<file path="config.mk">
export PLATFORM = sky130hd
export DESIGN_NAME = bus_training_device
export DESIGN_NICKNAME = d
export VERILOG_FILES = /design/src/design/cbt_pkg.sv /design/src/design/cbt_device.sv /design/src/design/strobe_capture.sv /design/src/design/ca_echo.sv
export SDC_FILE = /design/constraint.sdc
export NUM_CORES = 1
export LEC_CHECK = 0
export BUFFER_PORTS_ARGS = -buffer_cell sky130_fd_sc_hd__clkbuf_2
export CAP_MARGIN = 30
export CORE_MARGIN = 5
export CORE_UTILIZATION = 42
export CTS_CLUSTER_SIZE = 40
export DETAILED_ROUTE_END_ITERATION = 16
export PLACE_DENSITY = 0.67
export SLEW_MARGIN = 30
export SYNTH_ARGS = -nofsm -noshare
export SYNTH_HDL_FRONTEND = slang
export SYNTH_SLANG_ARGS = --single-unit
</file>
<file path="constraint.sdc">
create_clock -name clk_sys_in -period 3 [get_ports clk_sys_in]
set_input_delay 0.45 -clock clk_sys_in [delete_from_list [all_inputs] [get_ports clk_sys_in]]
set_output_delay 0.45 -clock clk_sys_in [all_outputs]
set_load 0.05 [all_outputs]
</file>
<file path="src/design/cbt_pkg.sv">
// shared constants, types and state layout for the command bus training block
package bus_training_pkg;

    // ****************************************
    // timing
    // ****************************************
    localparam int CLK_PERIOD_PS             = 25000;
    localparam int MODE_WRITE_DELAY_NS       = 20;
    localparam int TRAINING_ENTRY_DELAY_NS   = 250;
    localparam int MODE_WRITE_RECOVERY_NS    = 20;
    // least times round up to whole cycles
    localparam int MODE_WRITE_DELAY_CYC      = (MODE_WRITE_DELAY_NS * 1000 + CLK_PERIOD_PS - 1) / CLK_PERIOD_PS;
    localparam int TRAINING_ENTRY_DELAY_CYC  = (TRAINING_ENTRY_DELAY_NS * 1000 + CLK_PERIOD_PS - 1) / CLK_PERIOD_PS;
    localparam int MODE_WRITE_RECOVERY_CYC   = (MODE_WRITE_RECOVERY_NS * 1000 + CLK_PERIOD_PS - 1) / CLK_PERIOD_PS;
    localparam int CNT_W                     = 8;

    // ****************************************
    // mode register addresses and fields
    // ****************************************
    localparam logic [5:0] MA_DATA_TERMINATION = 6'h0b;
    localparam logic [5:0] MA_CA_REFERENCE     = 6'h0c;
    localparam logic [5:0] MA_TRAINING_CONTROL = 6'h0d;
    localparam int         TC_TRAIN_ENABLE_BIT = 0;
    localparam int         TC_WRITE_SP_BIT     = 6;
    localparam int         TC_OPER_SP_BIT      = 7;
    localparam int         TERM_FIELD_MSB      = 2;
    localparam int         CA_ECHO_LSB         = 8;
    localparam int         CA_ECHO_MSB         = 13;

    // ****************************************
    // reset values
    // ****************************************
    localparam logic [7:0] TRAINING_CONTROL_RST = 8'h00;
    localparam logic [6:0] CA_REFERENCE_RST     = 7'h4d;
    localparam logic [2:0] DATA_TERMINATION_RST = 3'h0;

    typedef enum logic [2:0] {
        ST_NORMAL  = 3'b000,
        ST_ARMED   = 3'b001,
        ST_ENTRY   = 3'b010,
        ST_TRAIN   = 3'b011,
        ST_EXITED  = 3'b100,
        ST_RECOVER = 3'b101
    } train_state_t;

    // one decoded mode register write half pair
    typedef struct packed {
        logic       first_valid;
        logic       second_valid;
        logic [5:0] addr;
        logic       op_hi;
        logic [6:0] op_lo;
    } mrw_cmd_t;

    typedef struct packed {
        train_state_t          st;
        logic [7:0]            training_control_reg;
        logic [1:0][6:0]       ca_reference_reg;
        logic [1:0][2:0]       data_termination_reg;
        logic [5:0]            pend_addr;
        logic                  pend_op_hi;
        logic                  pend_valid;
        logic [CNT_W-1:0]      cnt;
        logic [6:0]            train_ref;
    } ctl_state_t;

    typedef struct packed {
        logic       dqs_prev;
        logic [6:0] value;
        logic       seen;
    } cap_state_t;

    typedef struct packed {
        logic [5:0] echo;
    } echo_state_t;

endpackage : bus_training_pkg

</file>
<file path="src/design/cbt_device.sv">
// command bus training control inside the memory die
`timescale 1ns/1ps
module bus_training_device
    import bus_training_pkg::*;
#(
    parameter int DQ_W = 16
)
(
    input  wire logic            clk_sys_in,
    input  wire logic            reset_n_in,
    input  wire logic            cke_in,
    input  wire logic            cs_in,
    input  wire logic [5:0]      ca_in,
    input  wire mrw_cmd_t        mrw_in,
    input  wire logic            dqs0_in,
    input  wire logic [DQ_W-1:0] dq_in,
    output logic [DQ_W-1:0]      dq_out,
    output logic [DQ_W-1:0]      dq_oe_out,
    output logic                 dqs1_out,
    output logic                 dqs1_oe_out,
    output logic                 mask1_out,
    output logic                 mask1_oe_out,
    output logic [DQ_W-1:0]      dq_term_en_out,
    output logic [2:0]           term_code_out,
    output logic                 operating_setpoint_out,
    output logic                 write_setpoint_out,
    output logic [6:0]           ca_reference_out,
    output logic                 training_active_out,
    output logic                 ready_out
);
    localparam logic [CNT_W-1:0] MRD_CNT   = CNT_W'(MODE_WRITE_DELAY_CYC);
    localparam logic [CNT_W-1:0] CAENT_CNT = CNT_W'(TRAINING_ENTRY_DELAY_CYC);
    localparam logic [CNT_W-1:0] MRW_CNT   = CNT_W'(MODE_WRITE_RECOVERY_CYC);

    ctl_state_t q;
    ctl_state_t d;
    logic       capture;
    logic [6:0] capture_value;
    logic [5:0] echo;
    logic       train_active;
    logic       accept_ref;
    logic       active_sp;

    function automatic logic [CNT_W-1:0] count_down(input logic [CNT_W-1:0] c);
        count_down = (c == '0) ? '0 : c - CNT_W'(1);
    endfunction : count_down

    // ****************************************
    // mode writes and training sequence
    // ****************************************
    assign train_active = (q.st == ST_ENTRY) || (q.st == ST_TRAIN);
    assign accept_ref   = (q.st == ST_TRAIN);
    assign active_sp    = q.training_control_reg[TC_OPER_SP_BIT] ^ train_active;

    always_comb
    begin
        logic       wr_done;
        logic [7:0] wr_op;
        logic       wr_sp;
        wr_done = 1'b0;
        wr_op   = {q.pend_op_hi, mrw_in.op_lo};
        wr_sp   = q.training_control_reg[TC_WRITE_SP_BIT];
        d       = q;
        d.cnt   = count_down(q.cnt);

        // the entry and training states disable command decode, so writes only count outside training
        if (!train_active)
        begin
            if (mrw_in.first_valid)
            begin
                d.pend_addr  = mrw_in.addr;
                d.pend_op_hi = mrw_in.op_hi;
                d.pend_valid = 1'b1;
            end
            else if (mrw_in.second_valid && q.pend_valid)
            begin
                d.pend_valid = 1'b0;
                wr_done      = 1'b1;
                unique case (q.pend_addr)
                    MA_TRAINING_CONTROL: d.training_control_reg = wr_op;
                    MA_CA_REFERENCE:     d.ca_reference_reg[wr_sp] = wr_op[6:0];
                    MA_DATA_TERMINATION: d.data_termination_reg[wr_sp] = wr_op[TERM_FIELD_MSB:0];
                    default:             d.pend_valid = 1'b0;
                endcase
            end
        end

        // entry from idle or self refresh follows the same path
        unique case (q.st)
            ST_NORMAL:
            begin
                if (wr_done && d.training_control_reg[TC_TRAIN_ENABLE_BIT])
                begin
                    d.st  = ST_ARMED;
                    d.cnt = MRD_CNT;
                end
            end
            ST_ARMED:
            begin
                if (!q.training_control_reg[TC_TRAIN_ENABLE_BIT])
                    d.st = ST_NORMAL;
                else if (!cke_in && q.cnt == '0)
                begin
                    d.st        = ST_ENTRY;
                    d.cnt       = CAENT_CNT;
                    d.train_ref = q.ca_reference_reg[~q.training_control_reg[TC_OPER_SP_BIT]];
                end
                else if (wr_done)
                    d.cnt = MRD_CNT;
            end
            ST_ENTRY:
            begin
                if (cke_in)
                    d.st = ST_EXITED;
                else if (q.cnt == '0)
                    d.st = ST_TRAIN;
            end
            ST_TRAIN:
            begin
                if (cke_in)
                    d.st = ST_EXITED;
                else if (capture)
                    d.train_ref = capture_value;
            end
            ST_EXITED:
            begin
                // trained value dropped here, never copied into a set
                if (wr_done && !d.training_control_reg[TC_TRAIN_ENABLE_BIT])
                begin
                    d.st  = ST_RECOVER;
                    d.cnt = MRW_CNT;
                end
            end
            ST_RECOVER:
            begin
                if (q.cnt == '0)
                    d.st = ST_NORMAL;
            end
            default:
                d.st = ST_NORMAL;
        endcase
    end

    always_ff @(posedge clk_sys_in or negedge reset_n_in)
    begin
        if (!reset_n_in)
        begin
            q                      <= '0;
            q.st                   <= ST_NORMAL;
            q.training_control_reg <= TRAINING_CONTROL_RST;
            q.ca_reference_reg     <= {2{CA_REFERENCE_RST}};
            q.data_termination_reg <= {2{DATA_TERMINATION_RST}};
        end
        else
        begin
            q <= d;
        end
    end

    // ****************************************
    // data line capture and echo
    // ****************************************
    // line 7 and mask line 0 are never looked at, so any level or float is fine
    strobe_capture u_capture (
        .clk_sys_in  (clk_sys_in),
        .reset_n_in  (reset_n_in),
        .enable_in   (accept_ref),
        .dqs_in      (dqs0_in),
        .dq_in       (dq_in[6:0]),
        .capture_out (capture),
        .value_out   (capture_value)
    );

    ca_echo u_echo (
        .clk_sys_in (clk_sys_in),
        .reset_n_in (reset_n_in),
        .enable_in  (train_active),
        .cs_in      (cs_in),
        .ca_in      (ca_in),
        .echo_out   (echo)
    );

    // ****************************************
    // pin directions and termination
    // ****************************************
    always_comb
    begin
        dq_out    = '0;
        dq_oe_out = '0;
        if (train_active)
        begin
            dq_out[CA_ECHO_MSB:CA_ECHO_LSB]    = echo;
            dq_oe_out[CA_ECHO_MSB:CA_ECHO_LSB] = '1;
        end
    end

    // floated rather than driven: saves a driver and cannot fight a probe
    assign dqs1_out     = 1'b0;
    assign dqs1_oe_out  = 1'b0;
    assign mask1_out    = 1'b0;
    assign mask1_oe_out = 1'b0;

    assign term_code_out  = q.data_termination_reg[active_sp];
    assign dq_term_en_out = (term_code_out != '0) ? ~dq_oe_out : '0;

    assign operating_setpoint_out = active_sp;
    assign write_setpoint_out     = q.training_control_reg[TC_WRITE_SP_BIT];
    assign ca_reference_out       = train_active ? q.train_ref : q.ca_reference_reg[active_sp];
    assign training_active_out    = train_active;
    assign ready_out              = (q.st == ST_NORMAL) || (q.st == ST_ARMED);

    // ****************************************
    // checks
    // ****************************************
    AST_SP_SWAP_IN_TRAINING: assert property (@(posedge clk_sys_in) disable iff (!reset_n_in)
        training_active_out |-> (operating_setpoint_out != q.training_control_reg[TC_OPER_SP_BIT]))
        else $error("set point not swapped while training");

    AST_ENTRY_NEEDS_CKE_LOW: assert property (@(posedge clk_sys_in) disable iff (!reset_n_in)
        $rose(training_active_out) |-> ($past(q.st) == ST_ARMED && !$past(cke_in)))
        else $error("training entered without CKE low from armed");

    AST_EXIT_ON_CKE_HIGH: assert property (@(posedge clk_sys_in) disable iff (!reset_n_in)
        (training_active_out && cke_in) |=> (!training_active_out
            && operating_setpoint_out == q.training_control_reg[TC_OPER_SP_BIT]))
        else $error("CKE high did not revert set point");

    // a short wait would find the sample one entry delay back still armed
    AST_ENTRY_DELAY: assert property (@(posedge clk_sys_in) disable iff (!reset_n_in)
        $rose(accept_ref) |-> $past(training_active_out, TRAINING_ENTRY_DELAY_CYC))
        else $error("reference accepted before entry delay");

    AST_ECHO_DRIVEN: assert property (@(posedge clk_sys_in) disable iff (!reset_n_in)
        training_active_out |-> (dq_oe_out == 16'h3f00 && dq_out[13:8] == echo))
        else $error("echo lines not driven while training");

    AST_REF_UPDATE: assert property (@(posedge clk_sys_in) disable iff (!reset_n_in)
        (q.st == ST_TRAIN && capture && !cke_in) |=> (ca_reference_out == $past(capture_value)))
        else $error("captured reference not applied");

    AST_NOT_RETAINED: assert property (@(posedge clk_sys_in) disable iff (!reset_n_in)
        $fell(training_active_out) |-> $stable(q.ca_reference_reg))
        else $error("trained reference stored into a set");

    AST_NO_DECODE: assert property (@(posedge clk_sys_in) disable iff (!reset_n_in)
        (training_active_out && $past(training_active_out)) |-> $stable(q.training_control_reg))
        else $error("mode write decoded during training");

    AST_RECOVERY: assert property (@(posedge clk_sys_in) disable iff (!reset_n_in)
        (q.st == ST_EXITED ##1 q.st == ST_RECOVER) |-> !ready_out ##1 !ready_out ##1 (ready_out || q.st == ST_RECOVER))
        else $error("ready before mode write recovery");

    AST_TERM_INPUTS_ONLY: assert property (@(posedge clk_sys_in) disable iff (!reset_n_in)
        (dq_term_en_out & dq_oe_out) == '0)
        else $error("termination on an output pin");

    AST_ENTRY_TAKES_ALTERNATE: assert property (@(posedge clk_sys_in) disable iff (!reset_n_in)
        $rose(training_active_out)
            |-> (ca_reference_out == q.ca_reference_reg[~q.training_control_reg[TC_OPER_SP_BIT]]))
        else $error("entry did not load the alternate reference");

    AST_ENTRY_HOLDS_REF: assert property (@(posedge clk_sys_in) disable iff (!reset_n_in)
        (q.st == ST_ENTRY && $past(q.st) == ST_ENTRY) |-> $stable(q.train_ref))
        else $error("reference changed during entry delay");

    AST_ARM_NEEDS_ENABLE: assert property (@(posedge clk_sys_in) disable iff (!reset_n_in)
        (q.st == ST_NORMAL ##1 q.st == ST_ARMED) |-> q.training_control_reg[TC_TRAIN_ENABLE_BIT])
        else $error("armed without training enable");

    AST_RECOVER_NEEDS_CLEAR: assert property (@(posedge clk_sys_in) disable iff (!reset_n_in)
        (q.st == ST_EXITED ##1 q.st == ST_RECOVER) |-> !q.training_control_reg[TC_TRAIN_ENABLE_BIT])
        else $error("recovery started with training still enabled");

endmodule : bus_training_device

</file>
<file path="src/design/strobe_capture.sv">
// captures the reference value on every strobe toggle
`timescale 1ns/1ps
module strobe_capture
    import bus_training_pkg::*;
(
    input  wire logic       clk_sys_in,
    input  wire logic       reset_n_in,
    input  wire logic       enable_in,
    input  wire logic       dqs_in,
    input  wire logic [6:0] dq_in,
    output logic            capture_out,
    output logic [6:0]      value_out
);
    cap_state_t q;
    cap_state_t d;

    always_comb
    begin
        d          = q;
        d.dqs_prev = dqs_in;
        d.seen     = 1'b0;
        // both strobe edges capture; later edges overwrite earlier ones
        if (enable_in && (dqs_in != q.dqs_prev))
        begin
            d.value = dq_in;
            d.seen  = 1'b1;
        end
    end

    always_ff @(posedge clk_sys_in or negedge reset_n_in)
    begin
        if (!reset_n_in)
            q <= '0;
        else
            q <= d;
    end

    assign capture_out = q.seen;
    assign value_out   = q.value;

    AST_CAPTURE_ON_TOGGLE: assert property (@(posedge clk_sys_in) disable iff (!reset_n_in)
        (enable_in && dqs_in != $past(dqs_in)) |=> (capture_out && value_out == $past(dq_in)))
        else $error("strobe toggle did not capture data lines");

endmodule : strobe_capture

</file>
<file path="src/design/ca_echo.sv">
// latches the command bus on chip select and returns it on the data lines
`timescale 1ns/1ps
module ca_echo
    import bus_training_pkg::*;
(
    input  wire logic       clk_sys_in,
    input  wire logic       reset_n_in,
    input  wire logic       enable_in,
    input  wire logic       cs_in,
    input  wire logic [5:0] ca_in,
    output logic [5:0]      echo_out
);
    echo_state_t q;
    echo_state_t d;

    always_comb
    begin
        d = q;
        // no command decode here: the bus is just data while training
        if (enable_in && cs_in)
            d.echo = ca_in;
    end

    always_ff @(posedge clk_sys_in or negedge reset_n_in)
    begin
        if (!reset_n_in)
            q <= '0;
        else
            q <= d;
    end

    assign echo_out = q.echo;

    AST_ECHO_FOLLOWS_CS: assert property (@(posedge clk_sys_in) disable iff (!reset_n_in)
        (enable_in && cs_in) |=> (echo_out == $past(ca_in)))
        else $error("latched command bus not echoed");

endmodule : ca_echo

</file>
After elaboration in Yosys (flattened, before gate mapping)
Index checks and enable logic that the tools add are counted.
- register bits: 69
- input port bits: 43
- logic and storage cells: 117
- add/subtract/negate cells: 1
- $lt $le $gt $ge: 4
- eq/ne operators: 19
- mux-type cells: 49
- bitwise logic cells: 5
- reduce and logical (&&, ||, !) cells: 23
- operators with widths (operator ; number):
    $mux W7 ; 10
    $mux W21 ; 2
    $mux W8 ; 5
    $mux W3 ; 11
    $mux W29 ; 1
    $pmux W8 S3 ; 1
    $eq A6 B4 Y1 const B ; 3
    $mux W6 ; 3
    $pmux W3 S6 ; 1
    $mux W16 ; 1
    $ne A2 B2 Y1 const B ; 8
    $not A14 Y16 ; 1
    $mux W15 ; 1
    $bwmux W14 ; 1
    $mux W14 ; 1
    $pmux W7 S2 ; 1
    $reduce_and A4 Y1 ; 3
    $logic_not A8 Y1 ; 1
    $sub A8 B1 Y8 const B ; 1
    $demux W7 S1 ; 1
    $logic_and A1 B1 Y1 ; 7
    $mux W1 ; 7
    $bwmux W6 ; 1
    $eq A3 B2 Y1 const B ; 2
    18 further kinds ; 27

Longest topological paths before layout
Gate-level depths: netlist of run 1.
- depth in word-level cells: 13
- mapped depth: 9

Modules after synthesis
A second synthesis of run 1 with hierarchy kept.
- cells, all modules: 348
- area total of the unflattened synthesis: 3756.1 um^2
- modules (own cells, without submodules) (module ; times used ; cells each ; area each (um^2) ; seq. area each (um^2)):
    bus_training_device ; 1 ; 309 ; 3129.3 ; 1236.2
    strobe_capture ; 1 ; 26 ; 375.4 ; 225.2
    ca_echo ; 1 ; 13 ; 251.5 ; 150.1

Worst setup path before layout of run 1
Ideal clock, no wire load.
- path type: register -> output
- start point: reg q[52] (netlist name)
- end point: out dq_term_en_out[10]
- arrival: 3.785 ns
- data required time: 2.550 ns
- slack: -1.235 ns
- cell stages (with the launch flop): 10
- buffers on the path: 3
- cells stage by stage: dfrtp_1 -> clkbuf_2 -> nand2b_1 -> clkbuf_2 -> inv_2 -> xnor2_1 -> nor3_1 -> o21ai_0 -> and2_1 -> buf_4
- longest elaborated chain between the ends: 7
- elaborated cells between the ends (all ways): 10
- those cells by class: eq/ne (2); mux (4); bitwise (2); reduce/logical (2)
- ends and longest elaborated chain (what ; line ; source):
    start, declared ; cbt_device.sv:35 ; ctl_state_t q;
    $eq A3 B2 Y1 ; cbt_device.sv:51 ; assign train_active = (q.st == ST_ENTRY) || (q.st == ST_TRAIN);
    $logic_or A1 B1 Y1 (*) ; cbt_device.sv:51 ;
    $xor A1 B1 Y1 ; cbt_device.sv:53 ; assign active_sp = q.training_control_reg[TC_OPER_SP_BIT] ^ train_active;
    $mux W3 (implied by the code) (2 in series) ; cbt_device.sv:203 ; assign term_code_out = q.data_termination_reg[active_sp];
    $reduce_bool A3 Y1 ; cbt_device.sv:204 ; assign dq_term_en_out = (term_code_out != '0) ? ~dq_oe_out : '0;
    $mux W16 (*) ; cbt_device.sv:204 ;
    end, declared ; cbt_device.sv:23 ; output logic [DQ_W-1:0] dq_term_en_out,
Every way passes the cells marked *; elsewhere a longest branch is shown, timed or not. The select of a mux whose other input is x is not followed.

Worst setup path after layout of run 1
- start point: reg q[52] (netlist name)
- end point: out dq_term_en_out[11]
Same word-level chain as after synthesis.

==> metrics.cfg, run 1 <==
[detailed_routing]
drtPass1Iterations=4
vias_per_cell=4.82
route.detailed.drc=0
drtAntennaViolNets=0
routedWlPerCell_um=13.9
num_vias=2369
drtIter0Drc=56
wl_um=6820

[global_route]
grt_max_degree=34
grt_pass1_wl_um=11200
grtUsageTotal_pct=13.9
overflow=0
antenna_found_initial=0
grt_pass1_vias=2341

[clock_network]
cts_tree=done
cts.htree.levels=3
clock_path_buffers=2
cts_root_buf=clkbuf_8
clock_latency_ps=340
clk_pin_slew_ps=80
cts_buffers=9
cts_sinks=64
holdBufCountCts=0

[die]
die_height_um=102
start_util_pct=43.2
die_w_um=102
io_pins=109
std_cell_rows=33
die-area_um2=10400
core-area_um2=8220

[timing]
hold_ws_ps=177
worst_pin_slew_ps=783
fmax_mhz=348
period_needed_ps=2880
slew_viol_final=0
finalHoldViolations=0
fin_skew_ps=5.08
finalSetupViolations=0
tns_ps=0
slew_headroom_pct=47.8
finalCritPeriodShare_pct=95.9

[place]
hpwl_um=5060
gp_congestion=0.730
dpl.cell_count=475
portBuffers=75
placed_cell_area_um2=3820

[critical_path]
worstPathArrival_ps=2430
crit_path_end_kind=output pin
required_ps=2550
startpoint=q[52]$_DFFE_PN0P_
cp_max_fo=11
r2r_setup_slack_ps=640
crit_type=reg2out
r2r_start=q[7]$_DFF_PN0_
cp-start-kind=flip-flop

[run]
cap_violations=0

[synth]
synth_edf_count=0
ys_seq_area_share_pct=45.4
syn-cell-area_um2=3550
synth_top_area_share_pct=39.4
async_flop_share_pct=100
synthFlopType=dfrtp_1
synthTopCellsByArea=dfrtp_1 39%, mux2_2 16%, buf_4 9.5%, dfstp_2 5.9%, mux2i_1 4.5%
ys_ff_latch=64
yosys_warnings=0
syn_inst=322
synth.distinct_cells=50
avgSynthCellArea_um2=11.0
yosysTopAreaCell=dfrtp_1

[power_and_ir_drop]
peakVddDrop_mv=0.630
p_leak_nw=2.04
internal-power_mw=1.63
p_switching_mw=1.14
p_seq_share_pct=38.1
design_power_total_mw=2.77
p_clk_share_pct=27.3
combPwrFrac_pct=34.6
power.density_nw_per_um2=686
p_sw_share_pct=41.0

[layout]
stdcell_count=491
design_area_um2=4030
fillCellCount=749
mostFrequentLayoutCell=clkbuf_2
final_cell_mix=73 x clkbuf_2, 55 x dfrtp_1, 50 x mux2_2
final_layout_size_suffix_gt1_share_pct=45.9
syn_to_final_growth_pct=13.5
final_nets=425
n_antenna_cell=0

[worst_hold_path]
hold_class=in2async

[run_status]
status=completed

worst max-delay path, cell delays in order (launching register included):
cell      delay, ps
dfrtp_1         500
nand2b_1        170
inv_2            50
xnor2_1         330
mux2i_1         380
o21ai_4         150
and2_2          250
clkbuf_2        240
metal layers:
layer  vias to the layer above  wire length, µm  global-route usage, %
met4                         0               98                   5.75
met1                      1110             3130                   18.8
li1                       1167                -                      -
met3                        10              494                   3.69
met5                         -                0                      0
met2                        82             3090                   21.3
per-stage QoR:
| step | worst slack [ps] | util, % |
|---|---|---|
| floorplan | 67.0 | - |
| global placement | 557 | 46.5 |
| detailed placement | 533 | 46.5 |
| CTS | 121 | 49.0 |
| global route | -30.0 | 49.1 |
| finish | 124 | 49.1 |
kinds of logic (layout without fill, tap and decap cells):
family	count (synthesis)	in the layout	synth area share [%]
AO/OA/AOI/OAI	30	30	6.06
AND/OR/NAND/NOR	96	96	15.4
buffers and inverters	60	101	11.4
multiplexers	66	66	20.4
other	1	24	0.106
adder cells (fa/ha/maj)	1	1	0.352
XOR/XNOR	4	4	0.986
flip-flops	64	64	45.4
area by class of cell:
class	instances	area [µm²]	share of cell area [%]
Multi-Input combinational cell	221	1640	40.7
Sequential cell	64	1610	40.0
Timing Repair Buffer	80	425	10.6
Tap cell	105	131	3.26
Clock buffer	9	124	3.07
Clock inverter	7	80.1	1.99
Inverter	5	18.8	0.466
path summary, 6_finish.rpt:
path | to | depth (start not counted)
worst min register to register | u_echo.echo_out[4]$_DFFE_PN0P_ | 1
worst max-delay path | dq_term_en_out[11] | 7
min in group clk_sys_in | u_capture.q[8]$_DFF_PN0_ | 1
max in group asynchronous | asynchronous set/reset pin | 2
worst max register to register | q[0]$_DFFE_PN0P_ | 7
worst min-delay path | q[20]$_DFFE_PN0P_ | 1
power by group through the flow:
stage	Clock (mW)	Sequential, mW	Combinational (mW)
6_report	0.756	1.05	0.958
4_1_cts	0.776	1.05	0.967
2_1_floorplan	0	1.04	0.887
3_5_place_dp	0	1.06	0.962
3_3_place_gp	0	1.06	0.953
5_1_grt	0.822	1.07	1.03
timing repair:
action / in CTS / in global routing
resized for setup: 0 / 3
endpoints found under the setup margin: 0 / 6
buffers inserted: 0 / 0
cells in the mapped netlist, types with 3 or more instances:
| master | number |
|---|---|
| buf_4 | 45 |
| dfstp_2 | 8 |
| o21a_1 | 3 |
| nor3b_1 | 6 |
| and2_1 | 9 |
| and3_1 | 3 |
| a21oi_1 | 3 |
| o21ai_0 | 10 |
| dfrtp_1 | 56 |
| mux2_2 | 50 |
| nand2_1 | 28 |
| inv_1 | 4 |
| clkbuf_1 | 4 |
| nand3_1 | 3 |
| nor3_1 | 6 |
| xnor2_1 | 3 |
| nor2_1 | 19 |
| a22o_2 | 7 |
| mux2i_1 | 16 |
No activity file was read; power rests on OpenSTA's default activity.
==> run 2: changes to the inputs <==
- SLEW_MARGIN: 30 -> 20
- clock period: 3 -> 3.3 ns (I/O delays scaled with it)
==> metrics.cfg, run 2 (synthesis gave the netlist of run 1 again) <==
[die]
std_cell_rows=33  ; unchanged
start_util_pct=43.2  ; unchanged
io_pins=109  ; unchanged
core-area_um2=8220  ; unchanged
die_w_um=102  ; unchanged
die_height_um=102  ; unchanged
die-area_um2=10400  ; unchanged

[critical_path]
worstRegToRegCells=7  ; unchanged
required_ps=2800  ; +250 ps
cp_max_fo=11  ; unchanged
cp-start-kind=flip-flop
worstPathArrival_ps=2580  ; +150 ps
r2r_setup_slack_ps=920  ; +280 ps
crit_type=reg2out
reg2reg_to=q[6]$_DFFE_PN0P_
r2r_start=q[7]$_DFF_PN0_
crit_path_end_kind=output pin

[detailed_routing]
routedWlPerCell_um=13.9  ; +0.41%
drtAntennaViolNets=0  ; unchanged
drtPass1Iterations=4  ; unchanged
wl_um=6830  ; +0.21%
route.detailed.drc=0  ; unchanged
num_vias=2401  ; +1.4%
vias_per_cell=4.90  ; +1.6%
drtIter0Drc=60  ; +7.1%

[power_and_ir_drop]
p_sw_share_pct=39.2  ; -1.8 points
p_leak_nw=2.04  ; about the same
internal-power_mw=1.57  ; -4.0%
peakVddDrop_mv=0.348  ; -45%
p_switching_mw=1.01  ; -11%
design_power_total_mw=2.58  ; -6.9%
p_seq_share_pct=37.0  ; -1.1 points
combPwrFrac_pct=33.5  ; -1.1 points
p_clk_share_pct=29.6  ; +2.3 points
power.density_nw_per_um2=641  ; -6.7%

[run]
cap_violations=0  ; unchanged

[clock_network]
cts_resized=0  ; unchanged
cts_buffers=9  ; unchanged
holdBufCountCts=0  ; unchanged
clock_latency_ps=340  ; about the same
cts_tree=done
cts_setup_buffers=0  ; unchanged
cts_sinks=64  ; unchanged
cts.htree.levels=3  ; unchanged
clock_path_buffers=2  ; unchanged
cts_root_buf=clkbuf_8
clk_pin_slew_ps=80  ; about the same

[layout]
mostFrequentLayoutCell=clkbuf_2
final_layout_size_suffix_gt1_share_pct=44.9  ; -0.92 points
final_cell_mix=75 x clkbuf_2, 56 x dfrtp_1, 50 x mux2_2
final_nets=424  ; -0.24%
n_antenna_cell=0  ; unchanged
final_util_pct=49.0  ; -0.11 points
syn_to_final_growth_pct=13.2

[global_route]
grt_pass1_wl_um=11200  ; -0.37%
grt_max_degree=38  ; +12%
grt_pass1_vias=2342  ; +0.043%
overflow=0  ; unchanged
grtUsageTotal_pct=13.8  ; -0.12 points
antenna_found_initial=0  ; unchanged

[place]
hpwl_um=5280  ; +4.3%
portBuffers=75  ; unchanged
gp_congestion=0.783  ; +7.2%

[timing]
rsz0062_at_grt=false
slew_viol_final=0  ; unchanged
worst_pin_slew_ps=718  ; -65.0 ps
finalSetupViolations=0  ; unchanged
fmax_mhz=325
fin_skew_ps=14.1  ; +9.01 ps
finalCritPeriodShare_pct=93.3
slew_headroom_pct=51.7  ; +3.9 points
tns_ps=0  ; unchanged
period_needed_ps=3080
finalHoldViolations=0  ; unchanged

[run_status]
status=completed

[worst_hold_path]
hold_class=in2async

-- run 2: through the flow --
stage	cells	setup WS, ps	cell area, µm²	hold WS, ps
2_1_floorplan	345	20.4	3640	199
3_3_place_gp	474	627	3790	475
3_5_place_dp	474	578	3790	483
4_1_cts	490	190	4020	213
5_1_grt	490	10.6	4020	252
6_report	490	223	4020	196
-- run 2: metal layers --
layer | routed length, µm | vias to the layer above | track usage [%]
met2 | 3160 | 82 | 20.9
met4 | 118 | 0 | 7.27
met5 | 0 | - | 0
li1 | - | 1162 | -
met3 | 507 | 9 | 3.96
met1 | 3040 | 1148 | 18.0
-- run 2: how the worst max path moves through the flow --
| stage | from | endpoint | depth (start not counted) |
|---|---|---|---|
| floorplan | q[52]$_DFFE_PN0P_ | dq_term_en_out[10] | 9 |
| global placement | q[53]$_DFFE_PN0P_ | dq_term_en_out[11] | 7 |
| detailed placement | q[53]$_DFFE_PN0P_ | dq_term_en_out[13] | 7 |
| CTS | q[53]$_DFFE_PN0P_ | dq_term_en_out[13] | 7 |
| global route | q[53]$_DFFE_PN0P_ | dq_term_en_out[13] | 7 |
| finish | q[53]$_DFFE_PN0P_ | dq_term_en_out[13] | 7 |
-- run 2: worst max-delay path, cell delays in order (launching register included) --
cell and delay (ps):
dfrtp_1 480, nand2b_1 180, inv_2 50, xnor2_1 420, nor3_1 110, o21ai_2 410, and2_1 280, clkbuf_2 310
-- run 2: area by class of cell --
| class | count | area, µm² |
|---|---|---|
| clock buffer | 10 | 138 |
| tap | 105 | 131 |
| inverter | 5 | 18.8 |
| fill | 787 | 4190 |
| multi-input combinational | 221 | 1630 |
| sequential | 64 | 1610 |
| clock inverter | 6 | 92.6 |
| timing repair buffer | 79 | 405 |
-- run 2: power groups by stage --
stage	combinational [mW]	clock [mW]	sequential, mW
after floorplan	0.801	0	0.947
after global placement	0.858	0	0.963
after detailed placement	0.870	0	0.969
after CTS	0.872	0.782	0.954
after global routing	0.930	0.816	0.969
final	0.862	0.762	0.953
==> run 3: changes to the inputs <==
- CORE_UTILIZATION: 42 -> 52
- PLACE_DENSITY: 0.67 -> 0.81
==> metrics.cfg, run 3 (synthesis gave the netlist of run 1 again) <==
[run_status]
status=completed

[critical_path]
required_ps=2800  ; about the same
cp_max_fo=11  ; unchanged
r2r_start=q[7]$_DFF_PN0_
path_cells=nand2b_2 -> inv_2 -> xnor2_2 -> mux2i_2 -> o21ai_4 -> and2_1 -> clkbuf_2
worstPathArrival_ps=2500  ; -80 ps
slowest_delay_ps=480  ; about the same
crit_path_end_kind=output pin
crit_path_top_delay_cell=dfrtp_1
cp-start-kind=flip-flop
cp_num_buf_inv=2  ; unchanged
cp_top_family=simple AND/OR/NAND/NOR gates
startpoint=q[53]$_DFFE_PN0P_
crit_type=reg2out

[die]
die_height_um=92.7  ; -9.1%
start_util_pct=52.9  ; +9.6 points
die_w_um=92.7  ; -9.1%
core-area_um2=6720  ; -18%
std_cell_rows=30  ; -9.1%
die-area_um2=8590  ; -17%
io_pins=109  ; unchanged

[layout]
stdcell_count=466  ; -4.9%
final_cell_mix=75 x clkbuf_2, 56 x dfrtp_1, 50 x mux2_2
fillCellCount=549  ; -30%
final_util_pct=60.2  ; +11 points
n_antenna_cell=0  ; unchanged
final_layout_size_suffix_gt1_share_pct=46.1  ; +1.2 points
regArea_um2=1610  ; unchanged
mostFrequentLayoutCell=clkbuf_2
multiInputGateArea_um2=1650  ; +1.6%
syn_to_final_growth_pct=13.8
final_nets=425  ; +0.24%

[timing]
finalSetupViolations=0  ; unchanged
tns_ps=0  ; unchanged
rsz0062_at_grt=false
period_needed_ps=2990  ; -83.6 ps
slew_headroom_pct=52.9  ; +1.1 points
fmax_mhz=334  ; +2.8%
finalCritPeriodShare_pct=90.7  ; -2.5 points
worst_pin_slew_ps=701  ; -16.8 ps
slew_viol_final=0  ; unchanged
fin_skew_ps=8.85  ; -5.23 ps
finalHoldViolations=0  ; unchanged

[place]
hpwl_um=5190  ; -1.6%
gp_congestion=0.857  ; +9.6%
dpl.cell_count=449  ; -5.3%
portBuffers=75  ; unchanged

[clock_network]
holdBufCountCts=0  ; unchanged
clock_path_buffers=2  ; unchanged
cts_sinks=64  ; unchanged
cts_tree=done
clk_pin_slew_ps=70  ; about the same
cts_root_buf=clkbuf_8
cts_buffers=9  ; unchanged
clock_latency_ps=340  ; about the same
cts.htree.levels=3  ; unchanged
cts_resized=0  ; unchanged
cts_setup_buffers=0  ; unchanged

[power_and_ir_drop]
peakVddDrop_mv=0.352  ; +1.1%
p_leak_nw=2.06  ; +0.94%
power.density_nw_per_um2=642  ; +0.17%

[global_route]
antenna_found_initial=0  ; unchanged
grt_max_degree=39  ; +2.6%
grt_pass1_wl_um=11600  ; +3.4%
overflow=0  ; unchanged
grt_pass1_vias=2380  ; +1.6%
grtUsageTotal_pct=17.0  ; +3.2 points

[detailed_routing]
drtPass1Iterations=4  ; unchanged
wl_um=6990  ; +2.3%
drtAntennaViolNets=0  ; unchanged
route.detailed.drc=0  ; unchanged
vias_per_cell=5.17  ; +5.4%
num_vias=2407  ; +0.25%
routedWlPerCell_um=15.0  ; +7.6%
drtIter0Drc=130  ; +120%

[run]
cap_violations=0  ; unchanged

[worst_hold_path]
hold_class=in2async

[run 3: cell types whose count changed in the layout (fill, tap and decap cells not counted), sizes merged]
cell | before | now
clkinv | 2 | 3
buf | 4 | 5
clkbuf | 85 | 84
inv | 5 | 7
clkinvlp | 2 | 0
[run 3: worst register-to-register path: stages, from the launching register on]
cell,delay [ps]
dfrtp_1,390
inv_1,90
ha_1,200
or4b_4,530
nor2_8,160
a22oi_2,80
nor3b_4,390
mux2_2,380
[run 3: layout make-up]
type                    count  share of cell area [%]
clock buffers               9                    3.06
flip-flops and latches     64                    39.9
multi-input cells         221                    40.9
repair buffers             80                    10.7
clock inverters             7                    2.57
well taps                  80                    2.48
inverters                   5                   0.464
[run 3: per-layer routing]
metal	up-vias	part of all wire (%)	track usage (%)	wire [µm]
li1	1166	-	-	-
met1	1126	45	22.1	3140
met2	96	46	27.1	3210
met3	19	6.5	3.25	453
met4	0	2.7	8.67	191
met5	-	0	0	0
[run 3: worst paths after layout]
kind                                         endpoint  slack, ps  cells after the start
setup / recovery                   dq_term_en_out[11]        310                      7
hold / removal                      q[21]$_DFFE_PN0P_        110                      1
setup reg to reg                     q[1]$_DFFE_PN0P_        950                      7
hold reg to reg                     q[15]$_DFFE_PN0P_        500                      2
max in group asynchronous  asynchronous set/reset pin       2390                      3
min in group clk_sys_in      u_capture.q[8]$_DFF_PN0_        290                      1
[run 3: per-stage QoR]
step,cell area [µm²],hold slack (ps),power (mW),setup slack [ps]
after global placement,3760,470,1.82,478
after CTS,3990,283,2.61,3.45
after global routing,4040,139,2.73,100
final,4040,110,2.59,306
after detailed placement,3760,482,1.84,408
after floorplan,3640,199,1.75,20.4
[run 3: where the power goes]
part           leakage, nW  internal (mW)  switching, mW
clock                0.114          0.434          0.324
combinational         1.12          0.259          0.624
sequential           0.827          0.870         0.0831
